[config.mk]
export PLATFORM = sky130hd
export DESIGN_NAME = ifr_top
export DESIGN_NICKNAME = d
export VERILOG_FILES = /design/src/ifr_pkg.sv /design/src/ifr_top.sv
export SDC_FILE = /design/constraint.sdc
export NUM_CORES = 1
export LEC_CHECK = 0
export ABC_AREA = 1
export BUFFER_PORTS_ARGS = -buffer_cell sky130_fd_sc_hd__buf_2
export CAP_MARGIN = 20
export CORE_MARGIN = 3
export CORE_UTILIZATION = 58
export CTS_BUF_LIST = sky130_fd_sc_hd__clkbuf_8
export DETAILED_ROUTE_END_ITERATION = 12
export PLACE_DENSITY = 0.79
export RECOVER_POWER = 100
export SETUP_SLACK_MARGIN = 0.4
export SYNTH_ARGS = -nofsm -noshare
export SYNTH_HDL_FRONTEND = slang
export SYNTH_SLANG_ARGS = --single-unit
export TNS_END_PERCENT = 50
[constraint.sdc]
create_clock -name clock -period 4 [get_ports clock]
set_clock_uncertainty 0.05 [all_clocks]
set_input_delay 0.2 -clock clock [delete_from_list [all_inputs] [get_ports clock]]
set_output_delay 0.2 -clock clock [all_outputs]
set_load 0.05 [all_outputs]
[src/ifr_pkg.sv]
package ifr_pkg;
  // ************************************************************
  // Register map (byte addresses)
  // ************************************************************
  localparam logic [7:0] A_FORMAT = 8'h00;
  localparam logic [7:0] A_WIDTH = 8'h04;
  localparam logic [7:0] A_HEIGHT = 8'h08;
  localparam logic [7:0] A_COL = 8'h0C;
  localparam logic [7:0] A_ROW = 8'h10;
  localparam logic [7:0] A_MIRROR = 8'h14;
  localparam logic [7:0] A_LAYOUT = 8'h18;
  localparam logic [7:0] A_KIND = 8'h1C;
  localparam logic [7:0] A_DEPTH = 8'h20;
  localparam logic [7:0] A_ORDER = 8'h24;
  localparam logic [7:0] A_PATTERN = 8'h28;
  localparam logic [7:0] A_STREAM = 8'h2C;
  localparam logic [7:0] A_NOTIFY = 8'h30;
  localparam logic [7:0] A_TRIAL = 8'h34;
  localparam logic [7:0] A_RESTART = 8'h38;
  localparam logic [7:0] A_STATUS = 8'h3C;
  localparam logic [7:0] A_REJECT = 8'h40;
  localparam logic [7:0] A_IDENT = 8'h80;
  localparam logic [7:0] A_LABEL = 8'hC0;
  localparam int LABEL_WORDS = 16;
  localparam int IDENT_WORDS = 5;
  // ************************************************************
  // Geometry
  // ************************************************************
  localparam logic [11:0] COL_STEP = 12'h008;
  localparam logic [11:0] ROW_STEP = 12'h002;
  localparam logic [11:0] MIN_W = 12'h040;
  localparam logic [11:0] MIN_H = 12'h040;
  localparam logic [11:0] FULL_W = 12'hFA0;
  localparam logic [11:0] FULL_H = 12'hBB8;
  // ************************************************************
  // Codes and fills
  // ************************************************************
  localparam logic [31:0] CODE_GREY8 = 32'h0108_0001;
  localparam logic [31:0] CODE_MOSAIC8 = 32'h0108_000B;
  localparam logic [7:0] FILL_WHITE = 8'hFF;
  localparam logic [7:0] FILL_LIGHT = 8'hAA;
  localparam logic [7:0] FILL_DARK = 8'h55;
  localparam logic [7:0] FILL_BLACK = 8'h00;
  localparam logic [11:0] BAR_W = 12'h1F4;
  localparam logic [1:0] FMT_COUNT = 2'h3;
  localparam int RESTART_CYCLES = 16;

  typedef enum logic [1:0] {
    first_layout, second_layout, third_layout
  } ifr_format_t;
  typedef enum logic [0:0] {grey_kind, mosaic_kind} ifr_kind_t;
  typedef enum logic [2:0] {
    pat_off, pat_black, pat_white, light_grey_fill, dark_grey_fill,
    column_ramp, row_ramp, colour_stripes
  } ifr_pattern_t;
  // Scan position state
  typedef enum {st_idle, st_line} ifr_scan_t;
endpackage

[src/ifr_top.sv]
`timescale 1ns/1ps
module ifr_top #(
  parameter logic [31:0] VENDOR_WORD = 32'h0000_1111, // arbitrary
  parameter logic [31:0] MODEL_WORD = 32'h0000_2222, // arbitrary
  parameter logic [31:0] MAKER_WORD = 32'h0000_3333, // arbitrary
  parameter logic [31:0] VERSION_WORD = 32'h0000_0001, // arbitrary
  parameter logic [31:0] SERIAL_WORD = 32'h0000_4444 // arbitrary
) (
  input wire logic clock,
  input wire logic resetn,
  input wire logic wb_cyc_i,
  input wire logic wb_stb_i,
  input wire logic wb_we_i,
  input wire logic [7:0] wb_adr_i,
  input wire logic [3:0] wb_sel_i,
  input wire logic [31:0] wb_dat_i,
  output logic [31:0] wb_dat_o,
  output logic wb_ack_o,
  input wire logic streaming,
  input wire logic pix_valid,
  input wire logic [7:0] pix_data,
  input wire logic pix_sol,
  input wire logic pix_sof,
  output logic [7:0] out_data,
  output logic out_valid,
  output logic [11:0] out_col,
  output logic [11:0] out_row,
  output logic trial_notice,
  output logic restart_req
);
  // ************************************************************
  // State
  // ************************************************************
  typedef struct packed {
    logic [1:0] format_choice;
    logic [11:0] width;
    logic [11:0] height;
    logic [11:0] roi_start_col;
    logic [11:0] roi_start_row;
    logic mirror_horizontal;
    logic mirror_vertical;
    logic pixel_colour_kind;
    logic pixel_bit_depth;
    logic pixel_byte_order;
    logic [2:0] synthetic_image_select;
    logic stream_channel_open;
    logic notify_on;
    logic trial;
    logic [4:0] restart_cnt;
    logic rejected;
    logic [11:0] col;
    logic [11:0] row;
    logic [7:0] data;
    logic valid;
    logic [31:0] rdata;
    logic ack;
  } ifr_state_t;

  ifr_state_t s_q, s_d;
  logic [1:0] rst_sync_q;
  logic rst_n;
  logic [31:0] label_q [ifr_pkg::LABEL_WORDS];
  logic acc, wr, rd;
  logic [31:0] wmask, wval;
  logic [11:0] wv;
  logic [31:0] layout_code;
  logic lab_hit;
  logic [3:0] lab_idx;
  logic [11:0] end_col, end_row, hc, vr, pc, pr;
  logic [7:0] ramp_c, ramp_r, pat_px;
  logic [2:0] bar;

  // ************************************************************
  // Reset release
  // ************************************************************
  always_ff @(posedge clock or negedge resetn) begin
    if (!resetn) begin
      rst_sync_q <= 2'b00;
    end else begin
      rst_sync_q <= {rst_sync_q[0], 1'b1};
    end
  end
  assign rst_n = rst_sync_q[1];

  // ************************************************************
  // Bus decode
  // ************************************************************
  assign acc = wb_cyc_i && wb_stb_i && !s_q.ack;
  assign wr = acc && wb_we_i;
  assign rd = acc && !wb_we_i;
  assign wmask = {{8{wb_sel_i[3]}}, {8{wb_sel_i[2]}},
                  {8{wb_sel_i[1]}}, {8{wb_sel_i[0]}}};
  assign wval = wb_dat_i & wmask;
  assign wv = wval[11:0];
  assign lab_hit = wb_adr_i[7:6] == ifr_pkg::A_LABEL[7:6];
  assign lab_idx = wb_adr_i[5:2];

  always_comb begin
    if (s_q.pixel_colour_kind == ifr_pkg::mosaic_kind) begin
      layout_code = ifr_pkg::CODE_MOSAIC8;
    end else begin
      layout_code = ifr_pkg::CODE_GREY8;
    end
  end

  assign end_col = 12'(s_q.roi_start_col + s_q.width);
  assign end_row = 12'(s_q.roi_start_row + s_q.height);

  // ************************************************************
  // Test pattern generator
  // ************************************************************
  // window position only tags pixels, it never paces the stream
  always_comb begin
    // Pattern follows the pixel now arriving, not the last one
    if (pix_sof) begin
      pc = 12'h000;
      pr = 12'h000;
    end else if (pix_sol) begin
      pc = 12'h000;
      pr = 12'(s_q.row + 12'h001);
    end else begin
      pc = 12'(s_q.col + 12'h001);
      pr = s_q.row;
    end
    hc = s_q.mirror_horizontal ? 12'(end_col - 12'h001 - pc)
                               : 12'(s_q.roi_start_col + pc);
    vr = s_q.mirror_vertical ? 12'(end_row - 12'h001 - pr)
                             : 12'(s_q.roi_start_row + pr);
    ramp_c = hc[11:4];
    ramp_r = vr[11:4];
    bar = 3'(hc / ifr_pkg::BAR_W);
    case (ifr_pkg::ifr_pattern_t'(s_q.synthetic_image_select))
      ifr_pkg::pat_off: pat_px = pix_data;
      ifr_pkg::pat_black: pat_px = ifr_pkg::FILL_BLACK;
      ifr_pkg::pat_white: pat_px = ifr_pkg::FILL_WHITE;
      ifr_pkg::light_grey_fill: pat_px = ifr_pkg::FILL_LIGHT;
      ifr_pkg::dark_grey_fill: pat_px = ifr_pkg::FILL_DARK;
      ifr_pkg::column_ramp: pat_px = ramp_c;
      ifr_pkg::row_ramp: pat_px = ramp_r;
      ifr_pkg::colour_stripes: pat_px = {bar, 5'h00};
      default: pat_px = pix_data;
    endcase
  end

  // ************************************************************
  // Next state
  // ************************************************************
  always_comb begin
    s_d = s_q;
    s_d.trial = 1'b0;
    s_d.ack = acc;
    s_d.valid = 1'b0;
    if (s_q.restart_cnt != 5'h00) begin
      s_d.restart_cnt = 5'(s_q.restart_cnt - 5'h01);
    end
    // Pixel walk over the single rectangle
    if (pix_valid) begin
      s_d.col = pc;
      s_d.row = pr;
      s_d.data = pat_px;
      s_d.valid = s_q.stream_channel_open;
    end
    s_d.rdata = 32'h0000_0000;
    if (rd) begin
      case (wb_adr_i)
        ifr_pkg::A_FORMAT: s_d.rdata = 32'(s_q.format_choice);
        ifr_pkg::A_WIDTH: s_d.rdata = 32'(s_q.width);
        ifr_pkg::A_HEIGHT: s_d.rdata = 32'(s_q.height);
        ifr_pkg::A_COL: s_d.rdata = 32'(s_q.roi_start_col);
        ifr_pkg::A_ROW: s_d.rdata = 32'(s_q.roi_start_row);
        ifr_pkg::A_MIRROR:
          s_d.rdata = 32'({s_q.mirror_vertical, s_q.mirror_horizontal});
        ifr_pkg::A_LAYOUT: s_d.rdata = layout_code;
        ifr_pkg::A_KIND: s_d.rdata = 32'(s_q.pixel_colour_kind);
        ifr_pkg::A_DEPTH: s_d.rdata = 32'(s_q.pixel_bit_depth);
        ifr_pkg::A_ORDER: s_d.rdata = 32'(s_q.pixel_byte_order);
        ifr_pkg::A_PATTERN: s_d.rdata = 32'(s_q.synthetic_image_select);
        ifr_pkg::A_STREAM: s_d.rdata = 32'(s_q.stream_channel_open);
        ifr_pkg::A_NOTIFY: s_d.rdata = 32'(s_q.notify_on);
        ifr_pkg::A_STATUS: s_d.rdata = 32'(streaming);
        ifr_pkg::A_REJECT: s_d.rdata = 32'(s_q.rejected);
        ifr_pkg::A_IDENT: s_d.rdata = VENDOR_WORD;
        8'h84: s_d.rdata = MODEL_WORD;
        8'h88: s_d.rdata = MAKER_WORD;
        8'h8C: s_d.rdata = VERSION_WORD;
        8'h90: s_d.rdata = SERIAL_WORD;
        default: s_d.rdata = lab_hit ? label_q[lab_idx] : 32'h0000_0000;
      endcase
    end
    if (wr) begin
      case (wb_adr_i)
        ifr_pkg::A_FORMAT: begin
          if (!streaming && wv[1:0] < ifr_pkg::FMT_COUNT) begin
            s_d.format_choice = wv[1:0];
          end
        end
        ifr_pkg::A_WIDTH: begin
          // Misfit values are dropped, not clamped, and flagged
          if (!streaming) begin
            if (wv >= ifr_pkg::MIN_W && wv[2:0] == 3'h0 &&
                13'(wv) + 13'(s_q.roi_start_col) <=
                13'(ifr_pkg::FULL_W)) begin
              s_d.width = wv;
              s_d.rejected = 1'b0;
            end else begin
              s_d.rejected = 1'b1;
            end
          end
        end
        ifr_pkg::A_HEIGHT: begin
          if (!streaming) begin
            if (wv >= ifr_pkg::MIN_H && wv[0] == 1'b0 &&
                13'(wv) + 13'(s_q.roi_start_row) <=
                13'(ifr_pkg::FULL_H)) begin
              s_d.height = wv;
              s_d.rejected = 1'b0;
            end else begin
              s_d.rejected = 1'b1;
            end
          end
        end
        ifr_pkg::A_COL: begin
          if (!streaming) begin
            if (wv[2:0] == 3'h0 && 13'(wv) + 13'(s_q.width) <=
                13'(ifr_pkg::FULL_W)) begin
              s_d.roi_start_col = wv;
              s_d.rejected = 1'b0;
            end else begin
              s_d.rejected = 1'b1;
            end
          end
        end
        ifr_pkg::A_ROW: begin
          if (!streaming) begin
            if (wv[0] == 1'b0 && 13'(wv) + 13'(s_q.height) <=
                13'(ifr_pkg::FULL_H)) begin
              s_d.roi_start_row = wv;
              s_d.rejected = 1'b0;
            end else begin
              s_d.rejected = 1'b1;
            end
          end
        end
        ifr_pkg::A_MIRROR: begin
          s_d.mirror_horizontal = wval[0];
          s_d.mirror_vertical = wval[1];
        end
        ifr_pkg::A_KIND: s_d.pixel_colour_kind = wval[0];
        ifr_pkg::A_DEPTH: begin
          if (!streaming) begin
            s_d.pixel_bit_depth = wval[0];
          end
        end
        ifr_pkg::A_ORDER: s_d.pixel_byte_order = wval[0];
        ifr_pkg::A_PATTERN: s_d.synthetic_image_select = wval[2:0];
        ifr_pkg::A_STREAM: s_d.stream_channel_open = wval[0];
        ifr_pkg::A_NOTIFY: s_d.notify_on = wval[0];
        ifr_pkg::A_TRIAL: s_d.trial = wval[0] && s_q.notify_on;
        ifr_pkg::A_RESTART: begin
          if (wval[0]) begin
            s_d.restart_cnt = 5'(ifr_pkg::RESTART_CYCLES);
          end
        end
        default: ;
      endcase
    end
  end

  // ************************************************************
  // Registers
  // ************************************************************
  always_ff @(posedge clock or negedge rst_n) begin
    if (!rst_n) begin
      s_q <= '0;
      s_q.width <= ifr_pkg::FULL_W;
      s_q.height <= ifr_pkg::FULL_H;
      s_q.pixel_colour_kind <= ifr_pkg::mosaic_kind;
    end else begin
      s_q <= s_d;
    end
  end

  // Label lives in plain flops; persistence is the outer store's job
  always_ff @(posedge clock) begin
    if (wr && lab_hit) begin
      for (int b = 0; b < 4; b++) begin
        if (wb_sel_i[b]) begin
          label_q[lab_idx][8*b +: 8] <= wb_dat_i[8*b +: 8];
        end
      end
    end
  end

  assign wb_dat_o = s_q.rdata;
  assign wb_ack_o = s_q.ack;
  assign out_data = s_q.data;
  assign out_valid = s_q.valid;
  assign out_col = s_q.col;
  assign out_row = s_q.row;
  assign trial_notice = s_q.trial;
  assign restart_req = s_q.restart_cnt != 5'h00;

  // ************************************************************
  // Checks
  // ************************************************************
  a_format_locked: assert property (@(posedge clock) disable iff (!rst_n)
    streaming && wr && wb_adr_i == ifr_pkg::A_FORMAT |=>
      $stable(s_q.format_choice))
    else $error("format changed while streaming");
  a_roi_locked: assert property (@(posedge clock) disable iff (!rst_n)
    streaming && wr && wb_adr_i == ifr_pkg::A_WIDTH |=> $stable(s_q.width))
    else $error("width changed while streaming");
  a_width_grid: assert property (@(posedge clock) disable iff (!rst_n)
    s_q.width[2:0] == 3'h0 && s_q.width >= ifr_pkg::MIN_W)
    else $error("width off grid");
  a_start_grid: assert property (@(posedge clock) disable iff (!rst_n)
    s_q.roi_start_col[2:0] == 3'h0 && s_q.roi_start_row[0] == 1'b0)
    else $error("start off grid");
  a_roi_fits: assert property (@(posedge clock) disable iff (!rst_n)
    13'(s_q.roi_start_row) + 13'(s_q.height) <= 13'(ifr_pkg::FULL_H))
    else $error("region exceeds image");
  a_code_map: assert property (@(posedge clock) disable iff (!rst_n)
    rd && wb_adr_i == ifr_pkg::A_LAYOUT && !s_q.pixel_colour_kind |=>
      wb_dat_o == ifr_pkg::CODE_GREY8)
    else $error("wrong layout code");
  a_white_fill: assert property (@(posedge clock) disable iff (!rst_n)
    pix_valid && s_q.synthetic_image_select == 3'h2 |=>
      out_data == ifr_pkg::FILL_WHITE)
    else $error("white fill wrong");
  a_trial_pulse: assert property (@(posedge clock) disable iff (!rst_n)
    trial_notice |=> !trial_notice)
    else $error("trial notice too long");
  a_stream_gate: assert property (@(posedge clock) disable iff (!rst_n)
    out_valid |-> $past(s_q.stream_channel_open))
    else $error("pixel out with channel closed");
  a_depth_locked: assert property (@(posedge clock) disable iff (!rst_n)
    streaming && wr && wb_adr_i == ifr_pkg::A_DEPTH |=>
      $stable(s_q.pixel_bit_depth))
    else $error("bit depth changed while streaming");
  a_height_grid: assert property (@(posedge clock) disable iff (!rst_n)
    s_q.height[0] == 1'b0 && s_q.height >= ifr_pkg::MIN_H)
    else $error("height off grid");
  a_col_fits: assert property (@(posedge clock) disable iff (!rst_n)
    13'(s_q.roi_start_col) + 13'(s_q.width) <= 13'(ifr_pkg::FULL_W))
    else $error("region exceeds image width");
  a_col_locked: assert property (@(posedge clock) disable iff (!rst_n)
    streaming && wr && wb_adr_i == ifr_pkg::A_COL |=>
      $stable(s_q.roi_start_col))
    else $error("start column changed while streaming");
  a_row_locked: assert property (@(posedge clock) disable iff (!rst_n)
    streaming && wr && wb_adr_i == ifr_pkg::A_ROW |=>
      $stable(s_q.roi_start_row))
    else $error("start row changed while streaming");
  a_height_locked: assert property (@(posedge clock) disable iff (!rst_n)
    streaming && wr && wb_adr_i == ifr_pkg::A_HEIGHT |=>
      $stable(s_q.height))
    else $error("height changed while streaming");
  a_black_fill: assert property (@(posedge clock) disable iff (!rst_n)
    pix_valid && s_q.synthetic_image_select == 3'h1 |=>
      out_data == ifr_pkg::FILL_BLACK)
    else $error("black fill wrong");
  a_light_fill: assert property (@(posedge clock) disable iff (!rst_n)
    pix_valid && s_q.synthetic_image_select == 3'h3 |=>
      out_data == ifr_pkg::FILL_LIGHT)
    else $error("light grey fill wrong");
  a_dark_fill: assert property (@(posedge clock) disable iff (!rst_n)
    pix_valid && s_q.synthetic_image_select == 3'h4 |=>
      out_data == ifr_pkg::FILL_DARK)
    else $error("dark grey fill wrong");
  a_sensor_pass: assert property (@(posedge clock) disable iff (!rst_n)
    pix_valid && s_q.synthetic_image_select == 3'h0 |=>
      out_data == $past(pix_data))
    else $error("sensor data not passed");
  a_mosaic_code: assert property (@(posedge clock) disable iff (!rst_n)
    rd && wb_adr_i == ifr_pkg::A_LAYOUT && s_q.pixel_colour_kind |=>
      wb_dat_o == ifr_pkg::CODE_MOSAIC8)
    else $error("wrong mosaic layout code");
  a_trial_gated: assert property (@(posedge clock) disable iff (!rst_n)
    trial_notice |-> $past(s_q.notify_on))
    else $error("trial notice with notify off");
  a_format_range: assert property (@(posedge clock) disable iff (!rst_n)
    s_q.format_choice < ifr_pkg::FMT_COUNT)
    else $error("format out of range");
endmodule

==> results of run 1 <==
[placed cells by master, fill, tap and decap left out, types with 19 or more instances in the layout]
cell / count
edfxtp_1: 512
nand2_1: 330
buf_4: 326
inv_1: 322
a22oi_1: 256
nor2_1: 203
a21oi_1: 174
dfrtp_1: 114
clkbuf_8: 110
buf_2: 96
ha_1: 91
o21ai_0: 89
nand3_1: 67
dlygate4sd3_1: 53
nand2_2: 47
clkbuf_1: 39
inv_2: 34
o21ai_1: 33
clkinv_1: 23
fa_1: 23
buf_6: 23
ha_4: 22
nor2_2: 21
xor2_1: 21
nand3_2: 20
nor4_1: 20
o22ai_1: 20
nor2_4: 19
[worst min-delay path, delay by kind of cell]
kind | cells | cell delay (ps)
simple gates | 3 | 440
buf+inv | 1 | 110
[flip-flops by register name, indices dropped and copies added (netlist names), 2 cells and up]
name and cells:
wb_dat_o 32, out_data 8, out_col 12, label_q 512
s_q 66, rst_sync_q 2, out_row 12
[worst max path at each step]
stage / endpoint / slack (ps)
floorplan: out_data[5] / -250
global placement: out_data[6] / -650
global route: out_data[5] / -1030
detailed placement: out_data[6] / -740
CTS: out_data[5] / -560
finish: out_data[7] / -800
[cell families after synthesis]
group	after synthesis	share of synthesized area, %
and+or+nand+nor	809	11.2
other	1	0.0120
AOI/OAI and AO/OA	690	14.2
adders and majority gates	142	6.36
muxes	1	0.0322
buffers and inverters	500	6.82
DFF	647	60.3
xor gates and xnor gates	37	1.06
[layout make-up]
class | count | area [um2]
multi-input combinational | 1680 | 11300
timing repair buffer | 549 | 4130
clock buffer | 110 | 1510
tap | 688 | 861
fill | 3387 | 14500
inverter | 337 | 1290
clock inverter | 76 | 489
sequential | 647 | 18800
antenna | 5 | 12.5
[metrics by stage]
stage               cell area [um2]  hold slack (ps)
global route                  38300             24.8
floorplan                     31400             -146
detailed placement            34200            -64.1
global placement              34200            -65.6
CTS                           37400             2.70
finish                        38300             29.2
[cells in the mapped netlist, types with 29 or more instances]
master and n:
edfxtp_1 512, nand2_1 369, inv_1 320, a22oi_1 256, nor2_1 231, a21oi_1 187
o21ai_0 125, dfrtp_1 121, ha_1 115, nand3_1 83, clkbuf_1 81, buf_4 65
nor3_1 29
[timing repair]
item                                    4_1_cts  5_1_grt
gates resized for setup                      60      197
hold endpoints to repair                    560        0
gates cloned                                  0        6
hold buffers                                 53        0
pin swaps                                    34       78
setup buffers                                51       25
endpoints found under the setup margin       27       60
[power by group through the flow]
| stage | Clock, mW | Combinational [mW] | Sequential (mW) |
|---|---|---|---|
| final | 5.57 | 1.24 | 7.37 |
| after global placement | 0 | 0.952 | 7.49 |
| after global routing | 5.91 | 1.30 | 7.37 |
| after CTS | 5.56 | 1.10 | 7.35 |
| after detailed placement | 0 | 0.987 | 7.49 |
| after floorplan | 0 | 0.586 | 7.50 |
[per-layer routing]
metal  wire, um  GRT usage [%]
met5         38              0
met4       7090           18.3
met3      10600           7.41
met2      48200           55.9
met1      34000           38.6
==> reports/metrics.yaml, run 1 <==
synth_fp_nets: 3030
violations: "max-capacitance violations, max-slew violations, negative setup slack"
dieWidth_um: 238
synthCells: 2827
die-area_um2: 56500
startpoint_type: "flop"
power.total_mw: 14.2
power.density_nw_per_um2: 370
cap_violations: 1
drt_iter0_markers: 2988
reg2reg_from: "out_row[0]"
max_slew_margin_pct: -57.7
yosysUniqueCellTypes: 61
hold_start: "wb_adr_i[4]"
fin_crit_sh_pct: 120
dp.cells: 3765
drc: 0
worst_pin_slew_ps: 2370
wl_per_cell_um: 24.4
critPathKind: "reg -> reg"
min_to: "s_q[67]"
cts_tree: "built"
antenna_found_initial: 5
vias: 25200
coreArea_um2: 52900
synth_area_leaders: "edfxtp_1 (49%), dfrtp_1 (9.7%), a22oi_1 (6.2%)"
ios: 129
synth_top_area_share_pct: 49.4
fin_util_pct: 72.5
grt_max_degree: 130
hold_violations: 0
ff2ff_path_depth: 30
p_comb_share_pct: 8.7
crit_required_ps: 4550
drive_gt1_share_pct: 25.7
power.share.clock_pct: 39.3
cp-startpoint: "out_row[0]"
async_reset_ff_share_pct: 20.9
wirelength_mm: 100
htree_levels: 3
holdPathStages: 4
final-instance-count-excl-fill: 4092
grt_remaining_overflow: 0
antenna_left: 0
synth_seq_cells: 647
cp_slowest_cell: "fa_1"
area_growth_pct: 23.1
track_usage_pct: 32.8
reg2reg_to: "out_data[7]"
setup_viol: 7
start_util_pct: 58.9
p_leak_nw: 15.7
timing.fmax_mhz: 208
syn_area_per_cell_um2: 11.0
cts_buffer_depth: 3
numPortBuffers: 128
crit_fanout: 4
synth_flop_cell: "edfxtp_1"
synth_largest_area_cell: "edfxtp_1"
end_kind: "flop"
status: "complete, but fails checks"
critPathTopFamily: "simple AND/OR/NAND/NOR gates"
switchingPower_mw: 3.54
rsz0062_at_grt: "yes"
cts_buffers: 99
cp.depth: 30
swShare_pct: 25.0
yosysWarnings: 0
worst_path_largest_cell_delay_ps: 720
ys_seq_area_share_pct: 60.3
first_global_vias: 24600
via_per_inst: 6.17
num_rows: 84
grt_pass1_wl_mm: 140
drtPass1Iterations: 6
reg2reg_slack_ps: -800
crit_buf_inv: 4
hpwl_mm: 62.5
intPower_mw: 10.6
layout.nets: 3517
report.final.slew_viol_count: 51
setup-tns-final_ps: -3510
crit_top_cell: "nand2_2"
cp.arrival_ps: 5340
setup_ws_ps: -797
dpl_worst_slack_ps: -738
fp.dieH_um: 238
clkTransAtPathRegs_ps: 110
clk_latency_ps: 760
cts_root_buf: "clkbuf_8"
min_period_ps: 4800
syn_area_um2: 31100
hold_path_class: "in -> reg"
place_congestion: 1.01
pwr-share-seq_pct: 52.0
vdd_drop_max_v: 0.000649
synth_edf_count: 512
clock-sinks: 647
Power figures use the tool's default switching activity.
==> inputs of run 2 (changes only) <==
--- a/config.mk
+++ b/config.mk
@@ -9,12 +9,12 @@
 export BUFFER_PORTS_ARGS = -buffer_cell sky130_fd_sc_hd__buf_2
 export CAP_MARGIN = 20
 export CORE_MARGIN = 3
-export CORE_UTILIZATION = 58
+export CORE_UTILIZATION = 35
 export CTS_BUF_LIST = sky130_fd_sc_hd__clkbuf_8
 export DETAILED_ROUTE_END_ITERATION = 12
-export PLACE_DENSITY = 0.79
 export RECOVER_POWER = 100
 export SETUP_SLACK_MARGIN = 0.4
+export SLEW_MARGIN = 30
 export SYNTH_ARGS = -nofsm -noshare
 export SYNTH_HDL_FRONTEND = slang
 export SYNTH_SLANG_ARGS = --single-unit
==> constraint.sdc (replaced) <==
create_clock -name clock -period 4 [get_ports clock]
set_clock_uncertainty 0.05 [all_clocks]
set_input_delay 0.6 -clock clock [delete_from_list [all_inputs] [get_ports clock]]
set_output_delay 0.6 -clock clock [all_outputs]
set_load 0.05 [all_outputs]
==> reports/metrics.yaml, run 2 (same netlist as run 1, synthesis figures left out) <==
startpoint_type: "flop"
vdd_drop_max_v: 0.000301
drtPass1Iterations: 5
hold_path_class: "in -> reg"
timing.fmax_mhz: 211
drc: 0
crit_top_cell: "nand2_1"
area_growth_pct: 23.5
grt_util_met2_pct: 32.6
antenna_found_initial: 12
end_kind: "flop"
wl_per_cell_um: 21.3
largest_reg_flops: 512
num_rows: 108
clock-sinks: 647
grt_max_degree: 129
coreArea_um2: 87400
drt_iter0_markers: 2049
via_per_inst: 5.14
min_period_ps: 4750
numPortBuffers: 128
violations: "max-capacitance violations, max-slew violations, negative setup slack"
status: "complete, but fails checks"
top_register: "label_q"
met1_usage_pct: 26.5
die-area_um2: 92600
fp.dieH_um: 304
cap_violations: 2
ios: 129
cp_slowest_cell: "fa_1"
crit_fanout: 5
grt_remaining_overflow: 0
htree_levels: 3
cts_tree: "built"
cts_root_buf: "clkbuf_8"
layout.nets: 3500
wirelength_mm: 96.7
worst_pin_slew_ps: 2760
final_common_cell: "edfxtp_1"
power.density_nw_per_um2: 367
power.total_mw: 14.1
dieWidth_um: 304
clkTransAtPathRegs_ps: 70
cts_buffers: 104
max_slew_margin_pct: -83.7
grt_pass1_wl_mm: 142
setup_ws_ps: -749
worst_path_largest_cell_delay_ps: 510
report.final.slew_viol_count: 71
cp.arrival_ps: 5350
setup-tns-final_ps: -1920
place_congestion: 0.930
crit_required_ps: 4600
drive_gt1_share_pct: 25.8
vias: 23300
rsz0062_at_grt: "yes"
first_global_vias: 22700
grt_use_met3_pct: 5.00
fin_crit_sh_pct: 119
setup_viol: 3
cts_buffer_depth: 3
clk_latency_ps: 760
start_util_pct: 35.6
p_leak_nw: 15.6
hold_violations: 0
antenna_left: 0
critPathKind: "reg -> reg"
hpwl_mm: 66.6
busiest_layer: "met2"
layout_common_cells: "edfxtp_1 (512), buf_4 (353), nand2_1 (324)"
track_usage_pct: 20.1
[run 2: through the flow]
step | util, % | cells | cell area [um2] | setup slack [ps] | hold WS [ps]
after global routing | 43.9 | 4536 | 38400 | -1090 | 51.3
after detailed placement | 40.4 | 4299 | 35300 | -883 | 287
after floorplan | - | 2827 | 31300 | -442 | 254
after CTS | 43.3 | 4509 | 37900 | -581 | 28.0
after global placement | 40.4 | 4299 | 35300 | -878 | 287
final | 44.0 | 4543 | 38400 | -749 | 95.4
[run 2: layout make-up]
type / count / area (um2)
multi-input combinational: 1680 / 11100
inverter: 337 / 1280
antenna: 8 / 20.0
fill: 8207 / 49000
tap: 1155 / 1450
clock buffer: 113 / 1560
sequential: 647 / 18800
timing repair buffer: 527 / 3740
clock inverter: 76 / 513
[run 2: layer usage]
layer	wire length (um)	part of all wire, %	up-vias
li1	-	-	11000
met1	40500	42	11300
met2	45200	47	852
met3	7880	8.1	189
met4	3100	3.2	8
met5	60	0.062	-
[run 2: path summary, 6_finish.rpt]
check | end | slack, ps | start | depth (start not counted)
worst max-delay path | out_data[5] | -750 | out_col[1] | 40
worst min register to register | s_q[76] | 300 | rst_sync_q[1] | 0
max in group asynchronous | s_q[95] | 310 | rst_sync_q[1] | 1
min in group asynchronous | rst_sync_q[1] | 110 | resetn | 2
worst min-delay path | out_data[7] | 100 | pix_data[7] | 4
worst max register to register | out_data[5] | -750 | out_col[1] | 40
[run 2: repair_timing]
action                                  4_1_cts  5_1_grt
pin swaps                                    40       68
endpoints found under the setup margin       19       56
setup buffers                                18       20
gates cloned                                  0        5
gates resized for setup                      79      149
hold buffers                                  3        0
hold endpoints to repair                      4        0
[run 2: power breakdown]
group,switching (mW),internal [mW],total (mW)
combinational,0.737,0.349,1.09
clock,2.73,2.95,5.69
sequential,0.0350,7.32,7.35
[run 2: worst max-delay path: cells and delay by family, from the launching register on]
family / cells / cell delay [ps]
AOI/OAI and AO/OA: 1 / 270
adders and majority gates: 2 / 780
buffers and inverters: 8 / 490
and+or+nand+nor: 29 / 2650
DFF: 1 / 400
